**config.mk**
```make
export PLATFORM = sky130hd
export DESIGN_NAME = dram_timing_flat
export DESIGN_NICKNAME = d
export VERILOG_FILES = /design/src/dram_board_pkg.sv /design/src/dram_board_if.sv /design/src/dram_timing.sv /design/src/flat_wrapper.sv
export SDC_FILE = /design/constraint.sdc
export NUM_CORES = 1
export LEC_CHECK = 0
export BUFFER_PORTS_ARGS = -buffer_cell sky130_fd_sc_hd__buf_4
export CAP_MARGIN = 20
export CELL_PAD_IN_SITES_DETAIL_PLACEMENT = 2
export CELL_PAD_IN_SITES_GLOBAL_PLACEMENT = 2
export CORE_ASPECT_RATIO = 0.75
export CORE_MARGIN = 2
export CORE_UTILIZATION = 30
export DETAILED_ROUTE_END_ITERATION = 8
export GPL_TIMING_DRIVEN = 0
export PLACE_DENSITY_LB_ADDON = 0.1
export SLEW_MARGIN = 0
export SYNTH_ARGS = -nofsm -noshare
export SYNTH_HDL_FRONTEND = slang
export SYNTH_SLANG_ARGS = --single-unit
```
**constraint.sdc**
```tcl
create_clock -name ref_clk_i -period 1.7 [get_ports ref_clk_i]
set_input_delay 0 -clock ref_clk_i [delete_from_list [all_inputs] [get_ports ref_clk_i]]
set_output_delay 0 -clock ref_clk_i [all_outputs]
set_load 0.01 [all_outputs]
```
**src/dram_board_pkg.sv**
```systemverilog
/*
 * constants shared by the banked dynamic memory board and its main-board
 * partner: address split, bank decode value and cycle timing.
 * assumes a single 20 MHz clock on both ends.
 */
`default_nettype none
package dram_board_pkg;
    localparam int unsigned CLK_PERIOD_NS = 50;
    localparam int unsigned ACCESS_TIME_NS = 200;
    localparam int unsigned CYCLE_TIME_NS = 335;
    localparam int unsigned REFRESH_PERIOD_MS = 2;
    localparam int unsigned REFRESH_ROWS = 128;
    // least times round up
    localparam int unsigned ACCESS_CYCLES =
        (ACCESS_TIME_NS + CLK_PERIOD_NS - 1) / CLK_PERIOD_NS;
    localparam int unsigned CYCLE_CYCLES =
        (CYCLE_TIME_NS + CLK_PERIOD_NS - 1) / CLK_PERIOD_NS;
    // longest time rounds down
    localparam int unsigned REFRESH_PERIOD_CYCLES =
        REFRESH_PERIOD_MS * 1000000 / CLK_PERIOD_NS;
    localparam int unsigned REFRESH_SPACING_CYCLES =
        REFRESH_PERIOD_CYCLES / REFRESH_ROWS;
    localparam int unsigned ADDR_W = 16;
    localparam int unsigned HALF_W = 8;
    localparam int unsigned ROW_LSB = 0;
    localparam int unsigned COL_LSB = 8;
    localparam int unsigned REFRESH_BLOCK_BIT = 7;
    localparam int unsigned HIGH_NIBBLE_LSB = 12;
    localparam logic [3:0] TOP_NIBBLE = 4'hF;
    localparam int unsigned BANKS = 2;
endpackage
`default_nettype wire

```
**src/dram_board_if.sv**
```systemverilog
/*
 * connector between main-board timing network and the memory board.
 * assumes both ends share ref_clk_i; active-low strobes idle high.
 */
`default_nettype none
interface dram_board_if;
    logic [dram_board_pkg::ADDR_W-1:0] cpu_addr;
    logic read_n;
    logic rom_hit_n;
    logic video_memory_hit_n;
    logic bank1_enable;
    logic refresh_cycle_n;
    logic row_half_gate_n;
    logic column_half_gate_n;
    logic row_strobe_n;
    logic column_strobe_n;

    modport board
    (
        input cpu_addr, read_n, rom_hit_n, video_memory_hit_n,
        input bank1_enable, refresh_cycle_n, row_half_gate_n,
        input column_half_gate_n, row_strobe_n, column_strobe_n
    );
    modport timing
    (
        output cpu_addr, read_n, rom_hit_n, video_memory_hit_n,
        output bank1_enable, refresh_cycle_n, row_half_gate_n,
        output column_half_gate_n, row_strobe_n, column_strobe_n
    );
endinterface
`default_nettype wire

```
**src/dram_timing.sv**
```systemverilog
/*
 * main-board timing end: sequences row gate, row strobe, column gate
 * and column strobe per request, and issues refresh cycles.
 * assumes requests held stable until done_o; one clock on both ends.
 */
`default_nettype none
module dram_timing
#(
    parameter int unsigned REFRESH_SPACING =
        dram_board_pkg::REFRESH_SPACING_CYCLES
)
(
    // clock and reset
    input wire logic ref_clk_i,
    input wire logic reset_i,
    // processor request
    input wire logic req_i,
    input wire logic req_write_i,
    input wire logic [dram_board_pkg::ADDR_W-1:0] req_addr_i,
    input wire logic rom_hit_n_i,
    input wire logic video_memory_hit_n_i,
    input wire logic bank1_enable_i,
    output logic busy_o,
    output logic done_o,
    // connector
    dram_board_if.timing bus
);
    //////////////////////////////////////////////////////////////////
    typedef enum logic [2:0] {IDLE, ROW, RAS, COL, CAS, GAP} state_t;
    state_t state_reg;
    state_t state_next;
    logic [15:0] cnt_reg;
    logic [15:0] cnt_next;
    logic [15:0] ref_cnt_reg;
    logic [6:0] ref_row_reg;
    logic refresh_reg;
    logic [dram_board_pkg::ADDR_W-1:0] addr_reg;
    logic write_reg;
    wire logic ref_due;
    wire logic ref_want;
    logic refresh_pend_reg;
    wire logic [15:0] access_cnt;
    wire logic [15:0] gap_cnt;

    assign access_cnt = 16'(dram_board_pkg::ACCESS_CYCLES);
    assign gap_cnt = 16'(dram_board_pkg::CYCLE_CYCLES);
    assign ref_due = (ref_cnt_reg == 16'(REFRESH_SPACING - 1));
    // a refresh falling due mid-access waits instead of being lost
    assign ref_want = ref_due || refresh_pend_reg;

    always_comb
    begin
        state_next = state_reg;
        cnt_next = (cnt_reg == 16'h0000) ? 16'h0000 : cnt_reg - 16'h0001;
        case (state_reg)
            IDLE: if (ref_want || req_i) state_next = ROW;
            ROW: state_next = RAS;
            RAS:
            begin
                state_next = refresh_reg ? GAP : COL;
                cnt_next = refresh_reg ? gap_cnt : access_cnt;
            end
            COL: state_next = CAS;
            CAS: if (cnt_reg == 16'h0000)
            begin
                state_next = GAP;
                cnt_next = gap_cnt;
            end
            GAP: if (cnt_reg == 16'h0000) state_next = IDLE;
            default: state_next = IDLE;
        endcase
    end

    always_ff @(posedge ref_clk_i)
    begin
        if (reset_i)
        begin
            state_reg <= IDLE;
            cnt_reg <= 16'h0000;
            ref_cnt_reg <= 16'h0000;
            ref_row_reg <= 7'h00;
            refresh_reg <= 1'b0;
            refresh_pend_reg <= 1'b0;
            addr_reg <= 16'h0000;
            write_reg <= 1'b0;
        end
        else
        begin
            state_reg <= state_next;
            cnt_reg <= cnt_next;
            ref_cnt_reg <= ref_due ? 16'h0000 : ref_cnt_reg + 16'h0001;
            refresh_pend_reg <= (ref_due || refresh_pend_reg) &&
                (state_reg != IDLE);
            if (state_reg == IDLE && (ref_want || req_i))
            begin
                refresh_reg <= ref_want;
                // high lines keep the last address so line 7 does not toggle
                addr_reg <= ref_want ? {addr_reg[15:7], ref_row_reg} :
                    req_addr_i;
                write_reg <= !ref_want && req_write_i;
            end
            if (state_reg == GAP && state_next == IDLE && refresh_reg)
                ref_row_reg <= ref_row_reg + 7'h01;
        end
    end

    //////////////////////////////////////////////////////////////////
    wire logic in_cycle;
    assign in_cycle = (state_reg != IDLE);
    assign busy_o = in_cycle;
    assign done_o = (state_reg == GAP) && (cnt_reg == 16'h0000) &&
        !refresh_reg;
    assign bus.cpu_addr = addr_reg;
    assign bus.read_n = !(in_cycle && !write_reg);
    assign bus.rom_hit_n = rom_hit_n_i;
    assign bus.video_memory_hit_n = video_memory_hit_n_i;
    assign bus.bank1_enable = bank1_enable_i;
    assign bus.refresh_cycle_n = !(in_cycle && refresh_reg);
    assign bus.row_half_gate_n = !(state_reg == ROW || state_reg == RAS);
    assign bus.column_half_gate_n = !(state_reg == COL || state_reg == CAS);
    assign bus.row_strobe_n = !(state_reg == RAS || state_reg == COL ||
        state_reg == CAS);
    assign bus.column_strobe_n = !(state_reg == CAS && !refresh_reg);
endmodule
`default_nettype wire

```
**src/flat_wrapper.sv**
```systemverilog
// flat-port wrapper written by rule: the top's interface ports become plain ports
module dram_timing_flat 
#(
    parameter int unsigned REFRESH_SPACING =
        dram_board_pkg::REFRESH_SPACING_CYCLES
)
  (ref_clk_i, reset_i, req_i, req_write_i, req_addr_i, rom_hit_n_i, video_memory_hit_n_i, bank1_enable_i, busy_o, done_o, bus_cpu_addr, bus_read_n, bus_rom_hit_n, bus_video_memory_hit_n, bus_bank1_enable, bus_refresh_cycle_n, bus_row_half_gate_n, bus_column_half_gate_n, bus_row_strobe_n, bus_column_strobe_n);
  dram_board_if bus_i ();
  input wire logic ref_clk_i;
  input wire logic reset_i;
  input wire logic req_i;
  input wire logic req_write_i;
  input wire logic [dram_board_pkg::ADDR_W-1:0] req_addr_i;
  input wire logic rom_hit_n_i;
  input wire logic video_memory_hit_n_i;
  input wire logic bank1_enable_i;
  output logic busy_o;
  output logic done_o;
  output wire logic [$bits(bus_i.cpu_addr)-1:0] bus_cpu_addr;
  output wire logic [$bits(bus_i.read_n)-1:0] bus_read_n;
  output wire logic [$bits(bus_i.rom_hit_n)-1:0] bus_rom_hit_n;
  output wire logic [$bits(bus_i.video_memory_hit_n)-1:0] bus_video_memory_hit_n;
  output wire logic [$bits(bus_i.bank1_enable)-1:0] bus_bank1_enable;
  output wire logic [$bits(bus_i.refresh_cycle_n)-1:0] bus_refresh_cycle_n;
  output wire logic [$bits(bus_i.row_half_gate_n)-1:0] bus_row_half_gate_n;
  output wire logic [$bits(bus_i.column_half_gate_n)-1:0] bus_column_half_gate_n;
  output wire logic [$bits(bus_i.row_strobe_n)-1:0] bus_row_strobe_n;
  output wire logic [$bits(bus_i.column_strobe_n)-1:0] bus_column_strobe_n;
  assign bus_cpu_addr = bus_i.cpu_addr;
  assign bus_read_n = bus_i.read_n;
  assign bus_rom_hit_n = bus_i.rom_hit_n;
  assign bus_video_memory_hit_n = bus_i.video_memory_hit_n;
  assign bus_bank1_enable = bus_i.bank1_enable;
  assign bus_refresh_cycle_n = bus_i.refresh_cycle_n;
  assign bus_row_half_gate_n = bus_i.row_half_gate_n;
  assign bus_column_half_gate_n = bus_i.column_half_gate_n;
  assign bus_row_strobe_n = bus_i.row_strobe_n;
  assign bus_column_strobe_n = bus_i.column_strobe_n;
  dram_timing #(.REFRESH_SPACING(REFRESH_SPACING)) u_core (.ref_clk_i(ref_clk_i), .reset_i(reset_i), .req_i(req_i), .req_write_i(req_write_i), .req_addr_i(req_addr_i), .rom_hit_n_i(rom_hit_n_i), .video_memory_hit_n_i(video_memory_hit_n_i), .bank1_enable_i(bank1_enable_i), .busy_o(busy_o), .done_o(done_o), .bus(bus_i));
endmodule
```
**After elaboration in Yosys (flattened, before gate mapping)**

Cells that the tools add are included.

- Add/subtract/negate cells: 3
- Equal/unequal tests: 6
- Multiplexer cells: 10
- Bitwise gates (word level): 1
- Reductions and logical operators: 31

Operators with widths:

| operator | number |
|---|---|
| $mux W16 | 2 |
| $pmux W16 S2 | 1 |
| $pmux W3 S6 | 1 |
| $add A16 B1 Y16 const B | 1 |
| $eq A16 B9 Y1 const B | 1 |
| $logic_not A16 Y1 | 1 |
| $sub A16 B1 Y16 const B | 1 |
| $mux W3 | 4 |
| $logic_and A1 B1 Y1 | 10 |
| $logic_not A1 Y1 | 9 |
| $add A7 B1 Y7 const B | 1 |
| $mux W7 | 1 |
| $eq A3 B2 Y1 const B | 2 |
| $eq A3 B3 Y1 const B | 2 |
| $logic_not A3 Y1 | 2 |
| $logic_or A1 B1 Y1 | 6 |
| $eq A3 B1 Y1 const B | 1 |
| $reduce_bool A3 Y1 | 1 |
| $mux W2 | 1 |
| $reduce_and A2 Y1 | 1 |
| $reduce_or A2 Y1 | 1 |
| $not A1 Y1 | 1 |

- Register bits: 61
- Input port bits: 23
- Output and inout port bits: 27
- Word-level logic and storage cells: 60

**Depth between registers and ports, before layout**

Gate-level depths: netlist of run 1.

- Depth in word-level cells: 8
- Gate-level depth with buffers: 8
- Gate-level depth less buffers: 6

**Worst setup path before layout of run 1**

No wires, ideal clock.

- Path kind: register to register
- Start: register u_core.cnt_reg[0]
- End: register u_core.ref_row_reg[6]
- Setup time: 0.121 ns
- Data arrival time: 1.762 ns
- Data required time: 1.579 ns
- Slack: -0.183 ns
- Stages on the path, launching flop included: 8
- Path buffers: 1
- Clock period less this slack: 1.883 ns
- Cell sequence: dfxtp_1 > inv_1 > ha_1 > nor4b_1 > nand4_1 > clkbuf_1 > nor3_1 > mux2_2

- Cells in the longest elaborated chain, start to end: 6
- Elaborated cells between the ends (all ways): 7
- Classes of those cells: mux: 3; reduce/logical: 4

RTL lines:

| element | RTL line | RTL |
|---|---|---|
| from (decl) | dram_timing.sv:32 | `logic [15:0] cnt_reg;` |
| from (signal assigned) | dram_timing.sv:90 | `cnt_reg <= cnt_next;` |
| $logic_not A16 Y1 * | dram_timing.sv:64, dram_timing.sv:69 |  |
| $mux W3, on equally long branches | dram_timing.sv:69, dram_timing.sv:64 |  |
| $pmux W3 S6 * | dram_timing.sv:55 | `case (state_reg)` |
| $logic_not A3 Y1 * | dram_timing.sv:102 | `if (state_reg == GAP && state_next == IDLE && refresh_reg)` |
| $logic_and A1 B1 Y1 * (2 in a row) | dram_timing.sv:102 |  |
| to (signal assigned) | dram_timing.sv:103 | `ref_row_reg <= ref_row_reg + 7'h01;` |
| to (decl) | dram_timing.sv:35 | `logic [6:0] ref_row_reg;` |

Every way passes the cells marked *; elsewhere a longest branch is shown, timed or not.
A chain may end at the register's enable or synchronous reset.

**Worst setup path after layout of run 1**

- Start: register u_core.cnt_reg[5]
- End: register u_core.cnt_reg[14]

- Cells in the longest elaborated chain, start to end: 4
- Elaborated cells between the ends (all ways): 5
- Classes of those cells: add/sub: 1; mux: 3; reduce/logical: 1

RTL lines:

| element | RTL line | RTL |
|---|---|---|
| $sub A16 B1 Y16 or $logic_not A16 Y1 (tied branches) | dram_timing.sv:54, dram_timing.sv:64 |  |
| $mux W16 | dram_timing.sv:54 | `cnt_next = (cnt_reg == 16'h0000) ? 16'h0000 : cnt_reg - 16'h0001;` |
| $mux W16 | dram_timing.sv:64 | `CAS: if (cnt_reg == 16'h0000)` |
| $pmux W16 S2 * | dram_timing.sv:55 |  |

Marked as above.

==> flow_summary.ini, run 1 <==
[outcome]
status = finished with violations
violations = negative setup slack

[detailed_routing]
routed_wl_um = 11800
drtIter0Drc = 108
wl_per_cell_um = 20.7
ant_nets = 0
drc = 0
first_pass_iters = 5
num_vias = 2999
viasPerCell = 5.23

[floorplan]
die_area_sq_um = 10400
placementRows = 30
die_h_um = 88.9
ios = 50
core_sq_um = 9200
initial_core_util_pct = 31.4
die_w_um = 117

[clock_tree]
cts-root-buf = clkbuf_16
cts_sinks = 61
clock_latency_ps = 340
h-tree-depth = 3
numCtsBuffers = 9
clk_pin_slew_worst_paths_ps = 60
clk_path_buf_depth = 2
cts_tree = yes

[grt]
grt_max_degree = 11
grt_pass1_wl_um = 17100
grt-ovfl-total = 0
grt_usage_pct = 21.8
antenna_found_initial = 0
grt_pass1_vias = 3182

[synth]
yosys.area.top_type = dfxtp_1
synth-main-ff-cell = dfxtp_1
synthDistinctLibCells = 44
synth_area_leaders = dfxtp_1, a21oi_1, nor2_1
synth.ff_latch_count = 61
yosysTopAreaCellShare_pct = 42.3
synth_edf_count = 0
ys_seq_area_share_pct = 42.3
synth_nets = 360
syn_inst = 333
synth_most_common_cell = dfxtp_1
netlist_top_cells_count = dfxtp_1, nor2_1, a21oi_1, nand2_1, nand3_1
synthArstFlopShare_pct = 0
yosys_warnings = 0
post_synth.cell_area_avg_sq_um = 8.66
syn_area_sq_um = 2880

[timing]
fin_crit_sh_pct = 107
slew-limit-headroom_pct = 51.7
max_freq_ghz = 0.552
period_needed_ps = 1810
rsz0062_at_grt = true
postLayoutSetupSlackWorst_ps = -112
setup_violations = 29
finalClockSkew_ps = 9.08
finalHoldViolCount = 0
fin_setup_tns_ps = -2110
slew_violations = 0
tightestPinTransition_ps = 724

[pwr]
ir_drop_v = 0.000565
power_mw = 6.05
p_per_area_nw_per_um2 = 1280
power.leakage_nw = 1.82

[layout]
drive_gt1_share_pct = 47.4
area_delta_synth_final_pct = 63.8
antenna_cells = 0
nets = 467
fin_util_pct = 51.4
final_area_sq_um = 4720

[setup_path]
cp-endpoint = u_core.cnt_reg[14]$_SDFF_PP0_
worst_setup_path_start_kind = flip-flop
endpoint_kind = flip-flop
reg2reg_to = u_core.cnt_reg[14]$_SDFF_PP0_
cp_max_fo = 7
worstPathArrival_ps = 2030
r2r_cells = 7
rrSetupSlack_ps = -110
crit_type = flip-flop to flip-flop
reg2reg_from = u_core.cnt_reg[5]$_SDFF_PP0_
crit_path_start = u_core.cnt_reg[5]$_SDFF_PP0_
worst_ep_required_time_ps = 1910

[placement]
numPortBuffers = 45
place_hpwl_um = 6540
dpl_cell_area_sq_um = 3430
gp_congestion = 0.792
dpl_worst_slack_ps = -515

[hold_path]
hp-start = rom_hit_n_i
hold_path.class = primary input to output port

[flow_run]
cap_viol_max_count = 0
==> worst min path at each step <==
stage / depth (start not counted) / to
6_report: 2 / bus_rom_hit_n
5_1_grt: 2 / bus_rom_hit_n
4_1_cts: 2 / bus_video_memory_hit_n
3_5_place_dp: 2 / bus_video_memory_hit_n
3_3_place_gp: 2 / bus_video_memory_hit_n
2_1_floorplan: 1 / bus_bank1_enable
==> routing by layer <==
layer	global-route usage, %	vias to the layer above	share of wire (%)
met2	37.1	62	50
met4	6.63	0	1.8
met1	27.4	1504	45
li1	-	1420	-
met5	0	-	0
met3	5.76	13	3.2
==> cells by family (layout without fill, tap and decap cells) <==
| group | Yosys count | after routing | synth area share (%) |
|---|---|---|---|
| simple gates | 147 | 147 | 28.3 |
| buf+inv | 30 | 142 | 4.99 |
| flops | 61 | 61 | 42.3 |
| mux | 6 | 6 | 2.17 |
| xor+xnor | 20 | 20 | 6.07 |
| compound gates | 65 | 65 | 14.4 |
| fa+ha+maj | 4 | 4 | 1.74 |
==> metrics by stage <==
| step | hold WS (ps) | std cells |
|---|---|---|
| 2_1_floorplan | 91.8 | 333 |
| 3_5_place_dp | 179 | 506 |
| 4_1_cts | 179 | 559 |
| 6_report | 179 | 573 |
| 3_3_place_gp | 178 | 506 |
| 5_1_grt | 185 | 573 |
==> cells in the final DEF, fill, tap and decap left out, types with 3 or more instances in the layout <==
| master | Yosys | routed |
|---|---|---|
| nor2b_1 | 4 | 3 |
| or3_1 | 5 | 4 |
| nand4_1 | 9 | 9 |
| xnor2_1 | 7 | 7 |
| nor2_4 | 0 | 5 |
| dfxtp_1 | 61 | 41 |
| inv_1 | 10 | 8 |
| nand3_1 | 18 | 8 |
| buf_6 | 2 | 13 |
| a21oi_1 | 25 | 11 |
| nand2b_1 | 8 | 7 |
| nor4_1 | 5 | 3 |
| dfxtp_2 | 0 | 13 |
| clkbuf_16 | 0 | 9 |
| nor3_1 | 17 | 6 |
| dlygate4sd3_1 | 0 | 18 |
| o21ai_2 | 0 | 4 |
| o31ai_1 | 7 | 7 |
| or4_1 | 8 | 5 |
| or4_4 | 0 | 3 |
| or2_2 | 4 | 3 |
| xor2_1 | 13 | 13 |
| clkbuf_8 | 0 | 3 |
| a221o_1 | 7 | 7 |
| nor2_2 | 0 | 3 |
| nor3_4 | 0 | 6 |
| nand3_2 | 0 | 10 |
| nor2_1 | 31 | 23 |
| nor4_4 | 2 | 3 |
| nor3_2 | 1 | 6 |
| a21oi_2 | 0 | 13 |
| o21ai_0 | 17 | 9 |
| dfxtp_4 | 0 | 7 |
| buf_4 | 3 | 78 |
| mux2i_1 | 4 | 4 |
| o21ai_1 | 0 | 4 |
| nand2_1 | 21 | 20 |
==> critical path, cell delays in order (launching register included) <==
cell and delay [ps]:
dfxtp_1 360, nor4_4 250, buf_4 170, nand4_1 210
buf_8 230, nand3b_1 220, buf_6 190, a21oi_2 40
==> layout make-up <==
cell class	instances	area, sq um
plain buffers	15	129
clock buffers	12	256
clock inverters	4	70.1
fillers	942	4470
inverters	10	42.5
multi-input cells	242	1970
flip-flops and latches	61	1260
well taps	128	160
repair buffers	101	833
==> power breakdown <==
group	switching, mW	leakage, nW	total (mW)	internal (mW)
sequential	0.194	0.508	1.80	1.60
combinational	1.14	1.15	2.21	1.07
clock	0.685	0.163	2.04	1.36
==> what timing repair did <==
action | in CTS | in global routing
pin swaps | 25 | 38
hold buffers | 18 | 0
endpoints found under the hold margin | 17 | 0
endpoints found under the setup margin | 60 | 56
cloned | 1 | 2
setup buffers | 22 | 15
resized for setup | 51 | 98
Power figures use the tool's default switching activity.
==> run 2: changes to the inputs <==
--- a/config.mk
+++ b/config.mk
@@ -11,7 +11,7 @@
 export CELL_PAD_IN_SITES_GLOBAL_PLACEMENT = 2
 export CORE_ASPECT_RATIO = 0.75
 export CORE_MARGIN = 2
-export CORE_UTILIZATION = 30
+export CORE_UTILIZATION = 33
 export DETAILED_ROUTE_END_ITERATION = 8
 export GPL_TIMING_DRIVEN = 0
 export PLACE_DENSITY_LB_ADDON = 0.1
==> constraint.sdc (replaced) <==
create_clock -name ref_clk_i -period 1.75 [get_ports ref_clk_i]
set_input_delay 0.0875 -clock ref_clk_i [delete_from_list [all_inputs] [get_ports ref_clk_i]]
set_output_delay 0.0875 -clock ref_clk_i [all_outputs]
set_load 0.01 [all_outputs]
==> run 2 against run 1 <==
  * The run still ends with negative setup slack left
  * Final cell count shrank 6.8%
  * Setup slack better by 4.5 ps
  * Combinational power down 6%
  * Sequential power shrank 4%
  * Global-route usage shrank 0.32 points
  * Cell area decreased by 8.1%
  * Non-clock buffer count down 18
  * Register-to-register slack barely moved
  * Die area shrank 8.7%
  * Worst hold slack lost 160 ps
==> flow_summary.ini, run 2 (synthesis results as in run 1) <==
[detailed_routing]
first_pass_iters = 4
drtIter0Drc = 149
ant_nets = 0
routed_wl_um = 11600
wl_per_cell_um = 21.8
drc = 0
num_vias = 2983
viasPerCell = 5.59

[pwr]
power.leakage_nw = 1.67
p_per_area_nw_per_um2 = 1250
swShare_pct = 34.7
clockPowerShare_pct = 29.6
p_comb_share_pct = 38.3
power.internal_mw = 3.53
ir_drop_v = 0.000714
seqPwrFrac_pct = 32.1
power.switching_mw = 1.87

[setup_path]
cp_max_fo = 7
critical_path.most_common_cell = buf_4
slowest_stage = dfxtp_4
crit_type = flip-flop to output port
crit_buf_inv = 3
worst_setup_path_start_kind = flip-flop
cp_top_family = simple AND/OR/NAND/NOR gates
cp_cell_sequence = inv_4, ha_4, nor4b_4, buf_4, nand4_4, nor4_4, buf_4
worstPathArrival_ps = 1770
slowest_delay_ps = 350
endpoint_kind = output port
worst_ep_required_time_ps = 1660

[clock_tree]
clock_latency_ps = 330
h-tree-depth = 3
cts_tree = yes
numCtsBuffers = 9
cts-root-buf = clkbuf_16
clk_pin_slew_worst_paths_ps = 50
cts_sinks = 61
clk_path_buf_depth = 2

[timing]
tightestPinTransition_ps = 641
period_needed_ps = 1860
finalHoldViolCount = 0
fin_crit_sh_pct = 106
finalClockSkew_ps = 6.69
holdWs_ps = 19.4
postLayoutSetupSlackWorst_ps = -108
fin_setup_tns_ps = -1450
slew-limit-headroom_pct = 57.3
slew_violations = 0
rsz0062_at_grt = true
max_freq_ghz = 0.538
setup_violations = 38

[floorplan]
placementRows = 29
core_sq_um = 8490
initial_core_util_pct = 34.0
die_h_um = 85.0
die_area_sq_um = 9510
die_w_um = 112
ios = 50

[hold_path]
hold_path.class = primary input to flip-flop

[placement]
numPortBuffers = 45
gp_congestion = 0.766
post-place-cells = 486
place_hpwl_um = 6320

[grt]
grt_pass1_wl_um = 16000
antenna_found_initial = 0
grt_max_degree = 11
grt_pass1_vias = 2927
grt_usage_pct = 21.5
grt-ovfl-total = 0

[layout]
area_delta_synth_final_pct = 50.5
antenna_cells = 0
fin_cells = 534
nets = 449
nFillCells = 890
layout_common_cells = buf_4, dfxtp_1, nor2_1, nand2_1, o21ai_0
layout_commonest_cell = buf_4
drive_gt1_share_pct = 41.3

[outcome]
status = finished with violations
violations = negative setup slack

[flow_run]
cap_viol_max_count = 0
==> run 2: cell types whose count changed in the layout (fill, tap and decap cells not counted), moves of 3 or more <==
cell,delta
o21ai_2,-4
nand3_2,-7
clkbuf_1,+3
buf_4,-7
dfxtp_2,-4
dlygate4sd3_1,-11
o21ai_0,+8
nor2_4,-4
dfxtp_1,+6
o21ai_1,-4
nand3_1,+7
==> run 2: final cells by class <==
| type | count | area, sq um | share of cell area, % |
|---|---|---|---|
| multi-input cells | 242 | 1870 | 43.1 |
| flip-flops and latches | 61 | 1250 | 28.8 |
| repair buffers | 82 | 651 | 15.0 |
| clock buffers | 13 | 250 | 5.76 |
| well taps | 108 | 135 | 3.11 |
| plain buffers | 16 | 133 | 3.05 |
| inverters | 10 | 42.5 | 0.980 |
| clock inverters | 2 | 10.0 | 0.231 |
==> run 2: worst min-delay path, stage by stage <==
cell and delay, ps:
buf_4 110, nand3_1 50, a21oi_1 50
==> run 2: power by group through the flow <==
stage | Sequential, mW | Combinational (mW) | Clock, mW
global route | 1.75 | 2.24 | 1.70
CTS | 1.73 | 1.58 | 1.62
floorplan | 1.70 | 0.819 | 0
detailed placement | 1.72 | 1.19 | 0
finish | 1.73 | 2.07 | 1.60
global placement | 1.71 | 1.14 | 0
==> run 2: what timing repair did <==
action,4_1_cts,5_1_grt
gates resized for setup,50,65
setup endpoints to repair,62,56
hold buffers,7,0
buffers inserted,16,11
endpoints found under the hold margin,7,0
pin swaps,13,33
cloned,0,3
==> run 2: worst paths after layout <==
kind                               startpoint                                   end  slack (ps)  depth (start not counted)
max              u_core.cnt_reg[0]$_SDFF_PP0_                                done_o        -110                          7
min                            req_addr_i[14]  u_core.bus.cpu_addr[14]$_SDFFE_PP0P_          20                          3
max reg2reg      u_core.cnt_reg[0]$_SDFF_PP0_    u_core.ref_row_reg[4]$_SDFFE_PP0P_        -100                          7
min reg2reg  u_core.ref_cnt_reg[0]$_SDFF_PP0_      u_core.ref_cnt_reg[0]$_SDFF_PP0_         440                          1
==> run 2: per-layer routing <==
| metal | up-vias | share of wire [%] | GRT usage (%) |
|---|---|---|---|
| met1 | 1497 | 45 | 28.8 |
| met4 | 0 | 2.7 | 5.43 |
| met5 | - | 0 | 0 |
| met2 | 71 | 49 | 34.9 |
| li1 | 1393 | - | - |
| met3 | 22 | 3.3 | 5.79 |
==> run 2: metrics by stage <==
stage               util [%]  total power, mW  setup slack [ps]  instance area, sq um
finish                  51.1             5.41              -108                  4340
global placement        39.7             2.86              -479                  3370
global route            51.1             5.70              -213                  4340
CTS                     47.3             4.93             -57.3                  4020
detailed placement      39.7             2.91              -519                  3370
floorplan                  -             2.51             -8.64                  2900
==> run 3: changes to the inputs <==
--- a/config.mk
+++ b/config.mk
@@ -19,3 +19,4 @@
 export SYNTH_ARGS = -nofsm -noshare
 export SYNTH_HDL_FRONTEND = slang
 export SYNTH_SLANG_ARGS = --single-unit
+export TNS_END_PERCENT = 1
==> run 3 against run 2 <==
  * The flow still finishes with violations (negative setup slack)
  * Clock power up 11%
  * Flip-flop and latch count unchanged
  * Routed wire length down 8.9%
  * Cell area down 4.8%
  * Die area unchanged
  * Largest cell class unchanged
==> flow_summary.ini, run 3 (synthesis results as in run 1) <==
[pwr]
power_mw = 5.21
p_comb_share_pct = 32.9
p_per_area_nw_per_um2 = 1260
seqPwrFrac_pct = 33.1
power.switching_mw = 1.73
swShare_pct = 33.2
ir_drop_v = 0.000717
clockPowerShare_pct = 34.0
power.leakage_nw = 1.62
power.internal_mw = 3.48

[clock_tree]
clk_path_buf_depth = 2
h-tree-depth = 3
cts_sinks = 61
numCtsBuffers = 9
cts_tree = yes
cts-root-buf = clkbuf_16
clock_latency_ps = 330
clk_pin_slew_worst_paths_ps = 50

[setup_path]
worst_setup_path_start_kind = flip-flop
crit_type = flip-flop to flip-flop
worstPathArrival_ps = 2200
worst_ep_required_time_ps = 1990
rrSetupSlack_ps = -210
r2r_cells = 6
endpoint_kind = flip-flop
reg2reg_from = u_core.cnt_reg[8]$_SDFF_PP0_
cp_max_fo = 4
reg2reg_to = u_core.ref_row_reg[3]$_SDFFE_PP0P_

[timing]
slew-limit-headroom_pct = 60.2
fin_crit_sh_pct = 112
postLayoutSetupSlackWorst_ps = -209
period_needed_ps = 1960
max_freq_ghz = 0.511
finalClockSkew_ps = 5.84
slew_violations = 0
setup_violations = 33
rsz0062_at_grt = true
tightestPinTransition_ps = 597
finalHoldViolCount = 0

[grt]
grt_pass1_wl_um = 15700
grt_max_degree = 11
antenna_found_initial = 0
grt_usage_pct = 21.0
grt-ovfl-total = 0
grt_pass1_vias = 2914

[placement]
place_hpwl_um = 6330
dpl_worst_slack_ps = -559
numPortBuffers = 45
gp_congestion = 0.753

[detailed_routing]
num_vias = 2851
drc = 0
routed_wl_um = 10600
viasPerCell = 5.46
wl_per_cell_um = 20.3
ant_nets = 0
drtIter0Drc = 110
first_pass_iters = 4

[floorplan]
initial_core_util_pct = 34.0
die_w_um = 112
die_area_sq_um = 9510
placementRows = 29
core_sq_um = 8490
ios = 50
die_h_um = 85.0

[hold_path]
hold_path.class = primary input to flip-flop
hp-start = req_addr_i[7]
worstHoldPathCells = 3
holdPathEnd = u_core.bus.cpu_addr[7]$_SDFFE_PP0P_

[layout]
layout_common_cells = buf_4, dfxtp_1, nor2_1, a21oi_1, nand2_1
register_area_sq_um = 1250
multi_input_area_sq_um = 1740
antenna_cells = 0
area_delta_synth_final_pct = 43.3
layout_commonest_cell = buf_4
drive_gt1_share_pct = 34.3
nets = 436
nFillCells = 912

[outcome]
status = finished with violations
violations = negative setup slack

[flow_run]
cap_viol_max_count = 0
## run 3: worst max-delay path by stage
stage | startpoint | to | slack (ps) | depth (start not counted)
after CTS | u_core.cnt_reg[7]$_SDFF_PP0_ | u_core.ref_row_reg[4]$_SDFFE_PP0P_ | -70 | 5
after global routing | u_core.cnt_reg[8]$_SDFF_PP0_ | u_core.ref_row_reg[3]$_SDFFE_PP0P_ | -300 | 6
after detailed placement | u_core.ref_cnt_reg[3]$_SDFF_PP0_ | u_core.bus.cpu_addr[13]$_SDFFE_PP0P_ | -560 | 6
final | u_core.cnt_reg[8]$_SDFF_PP0_ | u_core.ref_row_reg[3]$_SDFFE_PP0P_ | -210 | 6
after floorplan | u_core.cnt_reg[4]$_SDFF_PP0_ | u_core.ref_row_reg[6]$_SDFFE_PP0P_ | -40 | 5
after global placement | u_core.ref_cnt_reg[3]$_SDFF_PP0_ | u_core.bus.cpu_addr[9]$_SDFFE_PP0P_ | -430 | 6
## run 3: power by group through the flow
| stage | Combinational [mW] | Sequential, mW | Clock (mW) |
|---|---|---|---|
| final | 1.71 | 1.73 | 1.77 |
| after global routing | 1.88 | 1.74 | 1.87 |
| after CTS | 1.57 | 1.71 | 1.81 |
| after detailed placement | 1.19 | 1.73 | 0 |
| after global placement | 1.14 | 1.72 | 0 |
| after floorplan | 0.816 | 1.70 | 0 |
## run 3: worst max-delay path: stages, from the launching register on
cell     delay, ps
dfxtp_1        360
nor4_4         280
buf_4          180
nand4_2        170
buf_6          180
or4_1          500
a21oi_1        190
## run 3: final cells by class
cell class | count | area share [%]
timing repair buffer | 69 | 13.0
multi-input combinational | 242 | 42.1
clock buffer | 11 | 5.87
sequential | 61 | 30.2
buffer | 16 | 3.24
tap | 108 | 3.27
clock inverter | 5 | 1.21
inverter | 10 | 0.969
## run 3: per-layer routing
layer | up-vias | routed length [um] | track usage [%] | part of all wire (%)
met5 | - | 0 | 0 | 0
met2 | 42 | 5100 | 32.8 | 48
li1 | 1366 | - | - | -
met3 | 10 | 260 | 4.93 | 2.5
met1 | 1433 | 5130 | 29.5 | 48
met4 | 0 | 97 | 5.32 | 0.92
## run 3: per-stage QoR
| stage | std cells | utilization, % | instance area [sq um] | hold WS [ps] | setup TNS [ps] |
|---|---|---|---|---|---|
| after floorplan | 333 | - | 2900 | 226 | -74.3 |
| after global placement | 486 | 39.7 | 3370 | 312 | -14470 |
| after detailed placement | 486 | 39.7 | 3370 | 317 | -19510 |
| after CTS | 518 | 47.7 | 4050 | 20.6 | -520 |
| after global routing | 522 | 48.7 | 4130 | 26.7 | -6130 |
| final | 522 | 48.7 | 4130 | 29.6 | -2030 |
## run 3: timing repair
action,CTS,global route
endpoints found under the hold margin,7,0
setup buffers,12,4
cloned,1,0
gates resized for setup,58,19
endpoints found under the setup margin,62,59
pin swaps,23,8
hold buffers,7,0
